`config.mk`:
```
export PLATFORM = sky130hd
export DESIGN_NAME = eirq_top
export DESIGN_NICKNAME = d
export VERILOG_FILES = /design/src/hdl/eirq_pkg.sv /design/src/hdl/eirq_sync.sv /design/src/hdl/eirq_flag.sv /design/src/hdl/eirq_top.sv
export VERILOG_INCLUDE_DIRS = /design/src /design/src/hdl
export SDC_FILE = /design/constraint.sdc
export NUM_CORES = 1
export LEC_CHECK = 0
export BUFFER_PORTS_ARGS = -buffer_cell sky130_fd_sc_hd__buf_2
export CAP_MARGIN = 20
export CORE_AREA = 2 2 67 75
export DETAILED_ROUTE_END_ITERATION = 7
export DIE_AREA = 0 0 69 77
export PLACE_DENSITY = 0.82
export SYNTH_ARGS = -nofsm -noshare
export SYNTH_HDL_FRONTEND = slang
export SYNTH_SLANG_ARGS = --single-unit
```
`constraint.sdc`:
```
create_clock -name mclk -period 1.3 [get_ports mclk]
set_input_delay 0.065 -clock mclk [delete_from_list [all_inputs] [get_ports mclk]]
set_output_delay 0.065 -clock mclk [all_outputs]
set_load 0.01 [all_outputs]
```
`src/hdl/eirq_cfg.svh`:
```
// Offsets, field positions, reset values and widths of the interrupt status block.
// Assumes it is included by bare name from the package and the top design file.
`ifndef EIRQ_CFG_SVH
`define EIRQ_CFG_SVH

// ----------------------------------------
// Bus geometry
// ----------------------------------------
`define EIRQ_AW            8
`define EIRQ_DW            16

// ----------------------------------------
// Register offsets
// ----------------------------------------
`define EIRQ_OFS_ENABLE    8'h00
`define EIRQ_OFS_STATUS    8'h02
`define EIRQ_OFS_LEVEL     8'h10

// ----------------------------------------
// Flag positions
// ----------------------------------------
`define EIRQ_BIT_LINK      15
`define EIRQ_BIT_TX_DONE   14
`define EIRQ_BIT_RX_DONE   13
`define EIRQ_BIT_TX_UNDER  12
`define EIRQ_BIT_RX_OVER   11
`define EIRQ_BIT_RX_EARLY  10
`define EIRQ_BIT_TX_HALT   9
`define EIRQ_BIT_RX_HALT   8
`define EIRQ_BIT_RX_BAD    7
`define EIRQ_FLAG_LO       7
`define EIRQ_NFLAGS        9

// ----------------------------------------
// Reset values and masks
// ----------------------------------------
`define EIRQ_STATUS_RST    16'h0300
`define EIRQ_ENABLE_RST    16'h0000
`define EIRQ_FLAG_MASK     16'hff80

`endif

```
`src/hdl/eirq_pkg.sv`:
```
// Types shared by the interrupt status block and its users.
// Assumes eirq_cfg.svh is on the include path.
`include "eirq_cfg.svh"

package eirq_pkg;

  // ----------------------------------------
  // Register port request
  // ----------------------------------------
  typedef struct packed {
    logic [`EIRQ_AW-1:0] addr;
    logic [`EIRQ_DW-1:0] wdata;
    logic                wr;
    logic                rd;
  } eirq_req_t;

  // ----------------------------------------
  // Event levels, first member is the top flag
  // ----------------------------------------
  typedef struct packed {
    logic link_up;
    logic transmit_done;
    logic receive_done;
    logic transmit_underrun;
    logic receive_overrun;
    logic early_receive;
    logic transmit_halted;
    logic receive_halted;
    logic receive_bad_frame;
  } eirq_evt_t;

  typedef enum logic [1:0] {
    EIRQ_SEL_NONE   = 2'b00,
    EIRQ_SEL_ENABLE = 2'b01,
    EIRQ_SEL_STATUS = 2'b10,
    EIRQ_SEL_LEVEL  = 2'b11
  } eirq_sel_t;

endpackage

```
`src/hdl/eirq_sync.sv`:
```
// Three-stage synchroniser for a level from another domain, with change pulse.
// Assumes mclk domain reset already synchronised; ce freezes every stage.
`timescale 1ns/1ns

module eirq_sync (
  input  wire logic mclk,
  input  wire logic rst_n,
  input  wire logic ce,
  input  wire logic async_in,
  output logic      level,
  output logic      change
);

  logic meta_q;
  logic mid_q;
  logic last_q;
  logic primed_q;

  always_ff @(posedge mclk or negedge rst_n) begin
    if (!rst_n) begin
      meta_q <= 1'b0;
      mid_q  <= 1'b0;
      last_q <= 1'b0;
    end else if (ce) begin
      meta_q <= async_in;
      mid_q  <= meta_q;
      last_q <= mid_q;
    end
  end

  // First agreement after reset only primes, but the zeroed stages agree at once, so a link already up still gives a change
  always_ff @(posedge mclk or negedge rst_n) begin
    if (!rst_n) begin
      level    <= 1'b0;
      change   <= 1'b0;
      primed_q <= 1'b0;
    end else if (ce) begin
      change <= 1'b0;
      if (mid_q == last_q) begin
        primed_q <= 1'b1;
        level    <= mid_q;
        if (primed_q && (mid_q != level)) begin
          change <= 1'b1;
        end
      end
    end
  end

endmodule

```
`src/hdl/eirq_flag.sv`:
```
// One sticky status flag: set on an event's rising edge, cleared by write-one.
// Assumes event level and clear pulse come from logic on mclk.
`timescale 1ns/1ns

module eirq_flag #(
  parameter logic RST_VAL = 1'b0
) (
  input  wire logic mclk,
  input  wire logic rst_n,
  input  wire logic ce,
  input  wire logic event_level,
  input  wire logic clr,
  output logic      flag
);

  logic prev_q;
  logic set;

  assign set = event_level & ~prev_q;

  always_ff @(posedge mclk or negedge rst_n) begin
    if (!rst_n) begin
      prev_q <= 1'b0;
    end else if (ce) begin
      prev_q <= event_level;
    end
  end

  // Set beats a clear in the same cycle, so no event is lost
  always_ff @(posedge mclk or negedge rst_n) begin
    if (!rst_n) begin
      flag <= RST_VAL;
    end else if (ce) begin
      flag <= set | (flag & ~clr);
    end
  end

endmodule

```
`src/hdl/eirq_top.sv`:
```
// Interrupt status and enable registers of a single-port Ethernet controller.
// Assumes event levels come from logic on mclk, except link_up which is a pin level.
// Registers are reached over a plain port with read data one cycle after the strobe.
//
// What this block does
// - The interrupt output is high while any flag is set together with its enable bit.
// - Reading the status register returns the flags and leaves them all unchanged.
// - Writing one to a status bit clears that flag, writing zero leaves it alone.
// - The link change flag at bit 15 sets on every link up or link down transition.
// - The transmit done flag at bit 14 sets when a frame went out and the queue takes more.
// - The receive done flag at bit 13 sets when a whole frame is ready for the host.
// - The transmit underrun flag at bit 12 sets on every transmit underrun.
// - The receive overrun flag at bit 11 sets on every receive overrun.
// - The early receive flag at bit 10 sets on every early receive condition.
// - The transmit halted flag at bit 9 sets when transmit stops and resets to one.
// - The receive halted flag at bit 8 sets when receive stops and resets to one.
// - The receive bad frame flag at bit 7 sets on every received frame in error.
// - The enable register at offset 0x00 holds one read-write bit per flag, reset to zero.
//
// Chosen here: the strobed register port.
`timescale 1ns/1ns

`include "eirq_cfg.svh"

module eirq_top #(
  parameter int NFLAGS = `EIRQ_NFLAGS
) (
  input  wire logic                mclk,
  input  wire logic                nrst,
  input  wire logic                ce,
  input  wire eirq_pkg::eirq_req_t req,
  input  wire eirq_pkg::eirq_evt_t evt,
  output logic [`EIRQ_DW-1:0]      rdata,
  output logic                     irq
);

  // ----------------------------------------
  // Reset release
  // ----------------------------------------
  logic rst_meta_q;
  logic rst_n;

  // Reset synchroniser runs free of ce so reset always releases
  always_ff @(posedge mclk or negedge nrst) begin
    if (!nrst) begin
      rst_meta_q <= 1'b0;
      rst_n      <= 1'b0;
    end else begin
      rst_meta_q <= 1'b1;
      rst_n      <= rst_meta_q;
    end
  end

  // ----------------------------------------
  // Link state crossing
  // ----------------------------------------
  logic link_level;
  logic link_change;

  eirq_sync u_link_sync (
    .mclk     (mclk),
    .rst_n    (rst_n),
    .ce       (ce),
    .async_in (evt.link_up),
    .level    (link_level),
    .change   (link_change)
  );

  // ----------------------------------------
  // Address decode
  // ----------------------------------------
  eirq_pkg::eirq_sel_t sel;

  always_comb begin
    unique case (req.addr)
      `EIRQ_OFS_ENABLE: begin
        sel = eirq_pkg::EIRQ_SEL_ENABLE;
      end
      `EIRQ_OFS_STATUS: begin
        sel = eirq_pkg::EIRQ_SEL_STATUS;
      end
      `EIRQ_OFS_LEVEL: begin
        sel = eirq_pkg::EIRQ_SEL_LEVEL;
      end
      default: begin
        sel = eirq_pkg::EIRQ_SEL_NONE;
      end
    endcase
  end

  logic wr_enable;
  logic wr_status;

  assign wr_enable = req.wr & (sel == eirq_pkg::EIRQ_SEL_ENABLE);
  assign wr_status = req.wr & (sel == eirq_pkg::EIRQ_SEL_STATUS);

  // ----------------------------------------
  // Enable register
  // ----------------------------------------
  logic [`EIRQ_DW-1:0] enable_q;

  // Reserved low bits are never stored
  always_ff @(posedge mclk or negedge rst_n) begin
    if (!rst_n) begin
      enable_q <= `EIRQ_ENABLE_RST;
    end else if (ce && wr_enable) begin
      enable_q <= req.wdata & `EIRQ_FLAG_MASK;
    end
  end

  // ----------------------------------------
  // Event sources
  // ----------------------------------------
  logic [NFLAGS-1:0] src;

  // Link change is fed as a one-cycle pulse, so its rising edge is the pulse itself
  always_comb begin
    src = '0;
    src[`EIRQ_BIT_LINK     - `EIRQ_FLAG_LO] = link_change;
    src[`EIRQ_BIT_TX_DONE  - `EIRQ_FLAG_LO] = evt.transmit_done;
    src[`EIRQ_BIT_RX_DONE  - `EIRQ_FLAG_LO] = evt.receive_done;
    src[`EIRQ_BIT_TX_UNDER - `EIRQ_FLAG_LO] = evt.transmit_underrun;
    src[`EIRQ_BIT_RX_OVER  - `EIRQ_FLAG_LO] = evt.receive_overrun;
    src[`EIRQ_BIT_RX_EARLY - `EIRQ_FLAG_LO] = evt.early_receive;
    src[`EIRQ_BIT_TX_HALT  - `EIRQ_FLAG_LO] = evt.transmit_halted;
    src[`EIRQ_BIT_RX_HALT  - `EIRQ_FLAG_LO] = evt.receive_halted;
    src[`EIRQ_BIT_RX_BAD   - `EIRQ_FLAG_LO] = evt.receive_bad_frame;
  end

  // ----------------------------------------
  // Status flags
  // ----------------------------------------
  localparam logic [`EIRQ_DW-1:0] STATUS_RST = `EIRQ_STATUS_RST;

  logic [NFLAGS-1:0] flags;
  logic [NFLAGS-1:0] clr;

  // A write of one clears, a read never touches a flag
  assign clr = wr_status ? req.wdata[`EIRQ_FLAG_LO +: NFLAGS] : '0;

  for (genvar i = 0; i < NFLAGS; i++) begin : g_flag
    eirq_flag #(
      .RST_VAL (STATUS_RST[`EIRQ_FLAG_LO + i])
    ) u_flag (
      .mclk        (mclk),
      .rst_n       (rst_n),
      .ce          (ce),
      .event_level (src[i]),
      .clr         (clr[i]),
      .flag        (flags[i])
    );
  end

  logic [`EIRQ_DW-1:0] status;

  // Bits 6..0 are constant zero
  assign status = {flags, {`EIRQ_FLAG_LO{1'b0}}};

  // ----------------------------------------
  // Live event levels, debug view
  // ----------------------------------------
  logic [`EIRQ_DW-1:0] level_view;

  always_comb begin
    level_view = {src, {`EIRQ_FLAG_LO{1'b0}}};
    level_view[`EIRQ_BIT_LINK] = link_level;
  end

  // ----------------------------------------
  // Read data
  // ----------------------------------------
  logic [`EIRQ_DW-1:0] rdata_d;

  always_comb begin
    rdata_d = '0;
    if (req.rd) begin
      unique case (sel)
        eirq_pkg::EIRQ_SEL_ENABLE: begin
          rdata_d = enable_q;
        end
        eirq_pkg::EIRQ_SEL_STATUS: begin
          rdata_d = status;
        end
        eirq_pkg::EIRQ_SEL_LEVEL: begin
          rdata_d = level_view;
        end
        eirq_pkg::EIRQ_SEL_NONE: begin
          rdata_d = '0;
        end
      endcase
    end
  end

  // Data stands only in the cycle after the strobe, zero otherwise
  always_ff @(posedge mclk or negedge rst_n) begin
    if (!rst_n) begin
      rdata <= '0;
    end else if (ce) begin
      rdata <= rdata_d;
    end
  end

  // ----------------------------------------
  // Interrupt output
  // ----------------------------------------
  logic irq_d;

  // Registered, so it follows the flags and enables one cycle late
  assign irq_d = |(status & enable_q);

  always_ff @(posedge mclk or negedge rst_n) begin
    if (!rst_n) begin
      irq <= 1'b0;
    end else if (ce) begin
      irq <= irq_d;
    end
  end

endmodule

```
==> results of run 1 <==
synth_stat cells (3+ instances only):
master,n
clkbuf_1,7
mux2_2,12
nor2b_1,11
nor2_1,4
o41ai_1,9
a221o_1,9
dfrtp_1,43
buf_1,3
inv_1,11
o21ai_0,18
a21oi_1,3
buf_4,7
a22o_1,10
nand2_1,19
routing by layer:
metal / track usage / part of all wire
met1: 0.200 / 0.43
met2: 0.286 / 0.51
met3: 0.0604 / 0.046
met4: 0.0647 / 0.014
met5: 0 / 0
per-stage QoR:
step | total power, W | setup TNS (ns) | std cells
floorplan | 0.00178 | -5.05 | 191
global placement | 0.00188 | -7.32 | 285
detailed placement | 0.00190 | -7.85 | 285
CTS | 0.00298 | -0.00485 | 295
global route | 0.00312 | -0.129 | 295
finish | 0.00299 | 0 | 295
sequential cells by signal, summed over array words and instances, names as in the netlist:
register and flops:
u_link_sync.mid_q 1, rst_meta_q 1, rst_n 1, u_link_sync.level 1, u_link_sync.primed_q 1, u_link_sync.meta_q 1
u_link_sync.last_q 1, g_flag.u_flag.flag 9, u_link_sync.change 1, enable_q 9, rdata 9, g_flag.u_flag.prev_q 9
irq 1
kinds of logic (layout without fill, tap and decap cells):
family                 after synthesis  after routing  share of synthesized area
other                                2              8                    0.00364
AO/OA/AOI/OAI                       55             55                      0.199
XOR/XNOR                             1              1                    0.00424
multiplexers                        12             12                     0.0655
buffers and inverters               28             76                     0.0636
AND/OR/NAND/NOR                     42             42                      0.118
flip-flops                          45             45                      0.547
report_power, final:
group | total (W) | switching [W] | internal [W]
Clock | 0.00109 | 0.000468 | 0.000627
Combinational | 0.000343 | 0.000182 | 0.000161
Sequential | 0.00155 | 0.0000699 | 0.00148
what timing repair did:
action	4_1_cts	5_1_grt
setup buffers	0	0
hold endpoints to repair	3	0
endpoints found under the setup margin	9	26
pin swaps	2	0
resized for setup	2	12
hold buffers	2	0
worst paths after layout:
path                                              startpoint                                   to  slack [ns]  cells after the start
min in group asynchronous                               nrst                      rst_n$_DFF_PN0_        0.08                      2
hold / removal                                        evt[2]    g_flag[2].u_flag.flag$_DFFE_PN1P_       0.006                      3
max in group asynchronous                    rst_n$_DFF_PN0_    g_flag[3].u_flag.flag$_DFFE_PN0P_        0.74                      1
setup reg to reg           g_flag[4].u_flag.flag$_DFFE_PN0P_                rdata[11]$_DFFE_PN0P_        0.15                      3
hold reg to reg                              rst_n$_DFF_PN0_  g_flag[1].u_flag.prev_q$_DFFE_PN0P_        0.12                      0
setup / recovery                                     req[18]             enable_q[15]$_DFFE_PN0P_        0.02                      5
layout make-up:
cell class              count  area, um^2
fillers                   381        1970
flip-flops and latches     45        1130
multi-input cells         118         887
repair buffers             57         343
clock buffers               7        86.3
well taps                  56        70.1
inverters                  11        41.3
clock inverters             1        30.0
worst max-delay path, cell delays in order:
cell    delay [ns]
buf_6         0.09
or4_4         0.55
nor4_4        0.25
buf_4         0.19
mux2_2        0.33
==> impl_results.md, run 1 <==
- Leading cell type in the layout, fill and taps excluded: dfrtp_1
- CP endpoint kind: register
- WS Path Type: input pin to register
- # setup viols final: 0
- Finished Core Util: 0.568
- Max H-tree Level: 2
- Main synth FF type: dfrtp_1
- Max Fanout on Critical Path: 5
- Initial antenna violation count: 0
- Final wirelength: 4.40 mm
- Cts bufs inserted: 5
- Global-route wire length before repair: 7.13 mm
- Pre-CTS setup slack: -0.331 ns
- Area of the mapped netlist: 2060 um^2
- Min cycle time layout: 1.28 ns
- Final setup margin: 0.0169 ns
- Max VDD drop: 0.000583 V
- Num rows: 26
- Post-synth EDFFs: 0
- CP arrival: 1.48 ns
- Power Density: 1150 nW/um^2
- Register area share after synthesis: 0.547
- Gp weighted congestion: 0.854
- Worst hold slack: 0.00646 ns
- Grt ovf: 0
- Buffers on Ports: 40
- Initial DRC Count: 178
- Async SR Flop Fraction: 1.00
- Vias in the first global route: 1529
- CTS tree: yes
- Post-route cell area: 2590 um^2
- Post-DRT Antenna Nets: 0
- Syn Inst Count: 185
- Horiz. Die Dim: 69 um
- Share of post-route cells with drive strength above 1: 0.360
- Cell Area, Placed: 2390 um^2
- Largest net degree at the start of global routing: 38
- Worst hold path class: input pin to register
- Flops & latches, synth: 45
- Root buf cell: clkbuf_8
- RSZ-0062 raised after global routing: yes
- Syn-to-layout area delta: 25.3%
- Fmax: 779 MHz
- I/O pin count: 55
- Vias per cell: 5.30
- Total GRT Usage: 0.170
- Worst-path clk slew: 0.08 ns
- Leak Pwr: 1.24 nW
- Number of diodes: 0
- Chip Height: 77 um
- Synth top area share: 0.521
- Synth area leader: dfrtp_1
- Status: completed
- Startpoint Class: input pin
- Count of cell types in the netlist: 30
- Skew-Pair Late Insertion Delay: 0.30 ns
- DRC: 0
- DR vias: 1564
- Core area: 4550 um^2
- Wire length per cell: 14.9 um
- DP Wirelength: 3.20 mm
- Max Cap Viol: 0
- Commonest non-fill, non-tap cells in the layout: dfrtp_1 (42), buf_2 (39), nand2_1 (19), o21ai_0 (17), buf_4 (14)
- Total clock sinks: 45
- Max_slew headroom: 0.590
- Syn_area_per_cell: 11.2 um^2
- Cells taking the most area after synthesis: dfrtp_1 (52%), mux2_2 (6.5%), a221o_1 (4.4%)
- Critical Path RT: 1.49 ns
- Layout Skew: 0.00712 ns
- Final hold violation count: 0
- Deepest clock path buffer count: 2
- Final period utilization: 0.987
- Die Area: 5310 um^2
- DR pass1 iterations: 4
- Slew Limit Fails: 0
- Nets@finish: 276
- Synth Warn #: 0
- Initial core utilization: 0.453
- Pin slew with the least headroom to its limit: 0.614 ns
(Power assumes the default switching activity.)
==> run 2, diff against run 1 <==
CORE_AREA = 2 2 67 76   (was 2 2 67 75)
DIE_AREA = 0 0 69 78   (was 0 0 69 77)
PLACE_DENSITY = 0.81   (was 0.82)
==> run 2 against run 1 <==
The run now ends with setup timing left. Sequential cell count stayed put. Worst setup slack got worse by 0.032 ns. Worst hold slack better by 0.011 ns. Non-clock buffer count shrank 1. Clock power shrank 6%. Via count is 0.51% higher. Total power is 2.7% lower. Sequential power hardly changed.
==> impl_results.md, run 2 (synthesis results as in run 1) <==
- Status: finished, violations left
- Failing checks: setup timing
- Global-route wire length before repair: 7.11 mm
- Max H-tree Level: 2
- Power Density: 1140 nW/um^2
- Layout Skew: 0.00945 ns
- Total clock sinks: 45
- Worst hold path class: input pin to register
- Buffers on Ports: 40
- Leak Pwr: 1.22 nW
- # setup viols final: 8
- Grt ovf: 0
- Skew-Pair Late Insertion Delay: 0.29 ns
- Slew Limit Fails: 0
- I/O pin count: 55
- CP cell instances: buf_6 -> or4_4 -> buf_4 -> nor4b_4 -> buf_2 -> a221o_1
- Deepest clock path buffer count: 2
- Vias in the first global route: 1561
- Vias per cell: 5.35
- Reg2reg setup slack: 0.07 ns
- Post-DRT Antenna Nets: 0
- Final wirelength: 4.34 mm
- Nets@finish: 275
- DR vias: 1572
- Largest net degree at the start of global routing: 38
- Number of diodes: 0
- Fill count: 403
- Final hold violation count: 0
- DR pass1 iterations: 4
- Post-route cell area: 2550 um^2
- Crit-path slowest cell: or4_4
- Pin slew with the least headroom to its limit: 0.598 ns
- CP top delay family: simple AND/OR/NAND/NOR gates
- Root buf cell: clkbuf_8
- Min cycle time layout: 1.32 ns
- Horiz. Die Dim: 69 um
- Core area: 4550 um^2
- Gp weighted congestion: 0.842
- Worst-path clk slew: 0.08 ns
- DRC: 0
- Startpoint Class: input pin
- Buffers and inverters on the worst path: 3
- Cts bufs inserted: 5
- Buffers inserted by post-CTS timing repair: 0
- Total GRT Usage: 0.166
- Initial core utilization: 0.453
- Commonest non-fill, non-tap cells in the layout: dfrtp_1 (42), buf_2 (40), nand2_1 (19), o21ai_0 (18), buf_4 (12)
- Leading cell type in the layout, fill and taps excluded: dfrtp_1
- WS Path Type: input pin to register
- Max VDD drop: 0.000597 V
- Worst hold slack: 0.0179 ns
- Wire length per cell: 14.8 um
- Final period utilization: 1.01
- Critical path's largest stage delay: 0.55 ns
- Final setup margin: -0.0152 ns
- Max_slew headroom: 0.601
- DP Wirelength: 3.19 mm
- Max Cap Viol: 0
- Syn-to-layout area delta: 23.7%
- Initial DRC Count: 114
- RSZ-0062 raised after global routing: yes
- Combined area of the multi-input logic cells: 870 um^2
- Num rows: 26
- Fmax: 760 MHz
- CP arrival: 1.55 ns
- Chip Height: 78 um
- CTS tree: yes
- Max Fanout on Critical Path: 11
- Critical Path RT: 1.53 ns
- Die Area: 5380 um^2
- Cell Area, Placed: 2360 um^2
- CP endpoint kind: register
- Share of post-route cells with drive strength above 1: 0.340
- Register Area: 1130 um^2
- Initial antenna violation count: 0
-- run 2: metrics by stage --
step / cells / power (W) / utilization / TNS [ns] / worst slack [ns]
3_3_place_gp: 282 / 0.00188 / 0.519 / -7.24 / -0.319
3_5_place_dp: 282 / 0.00189 / 0.519 / -8.04 / -0.346
2_1_floorplan: 191 / 0.00178 / - / -5.05 / -0.314
6_report: 294 / 0.00291 / 0.561 / -0.0822 / -0.0152
5_1_grt: 294 / 0.00305 / 0.561 / -0.955 / -0.0613
4_1_cts: 293 / 0.00293 / 0.552 / -0.00735 / -0.00452
-- run 2: layer usage --
| layer | GRT usage | vias to the layer above | routed length, um |
|---|---|---|---|
| met4 | 0.100 | 0 | 117 |
| met1 | 0.196 | 758 | 1730 |
| met3 | 0.0299 | 8 | 183 |
| li1 | - | 761 | - |
| met5 | 0 | - | 0 |
| met2 | 0.280 | 45 | 2300 |
-- run 2: worst reg2reg max path, cell delays in order, from the launching register on --
cell,delay [ns]
dfrtp_1,0.40
a22o_1,0.24
a221oi_2,0.27
a41oi_1,0.17
-- run 2: final cells by class --
type / instances / area share
Sequential cell: 45 / 0.442
Inverter: 11 / 0.0162
Clock buffer: 6 / 0.0284
Clock inverter: 2 / 0.0152
Timing Repair Buffer: 56 / 0.130
Multi-Input combinational cell: 118 / 0.341
Tap cell: 56 / 0.0274
-- run 2: worst paths after layout --
kind,from,end,depth (start not counted)
worst max-delay path,req[21],rdata[15]$_DFFE_PN0P_,6
worst min-delay path,evt[0],g_flag[0].u_flag.prev_q$_DFFE_PN0P_,3
worst max register to register,enable_q[11]$_DFFE_PN0P_,irq$_DFFE_PN0P_,3
worst min register to register,rst_n$_DFF_PN0_,g_flag[1].u_flag.prev_q$_DFFE_PN0P_,0
max in group asynchronous,rst_n$_DFF_PN0_,enable_q[7]$_DFFE_PN0P_,1
min in group asynchronous,nrst,rst_meta_q$_DFF_PN0_,2
-- run 2: timing repair --
action                                  in CTS  in global routing
endpoints found under the setup margin      12                 23
pin swaps                                    1                  0
cloned                                       0                  1
gates resized for setup                      1                  9
hold buffers                                 3                  0
hold endpoints to repair                     4                  0
-- run 2: where the power goes --
group / internal [W] / switching [W] / leakage [nW]
registers: 0.00148 / 0.0000694 / 0.548
clock network: 0.000577 / 0.000448 / 0.0554
logic: 0.000158 / 0.000175 / 0.621
total: 0.00222 / 0.000692 / 1.22
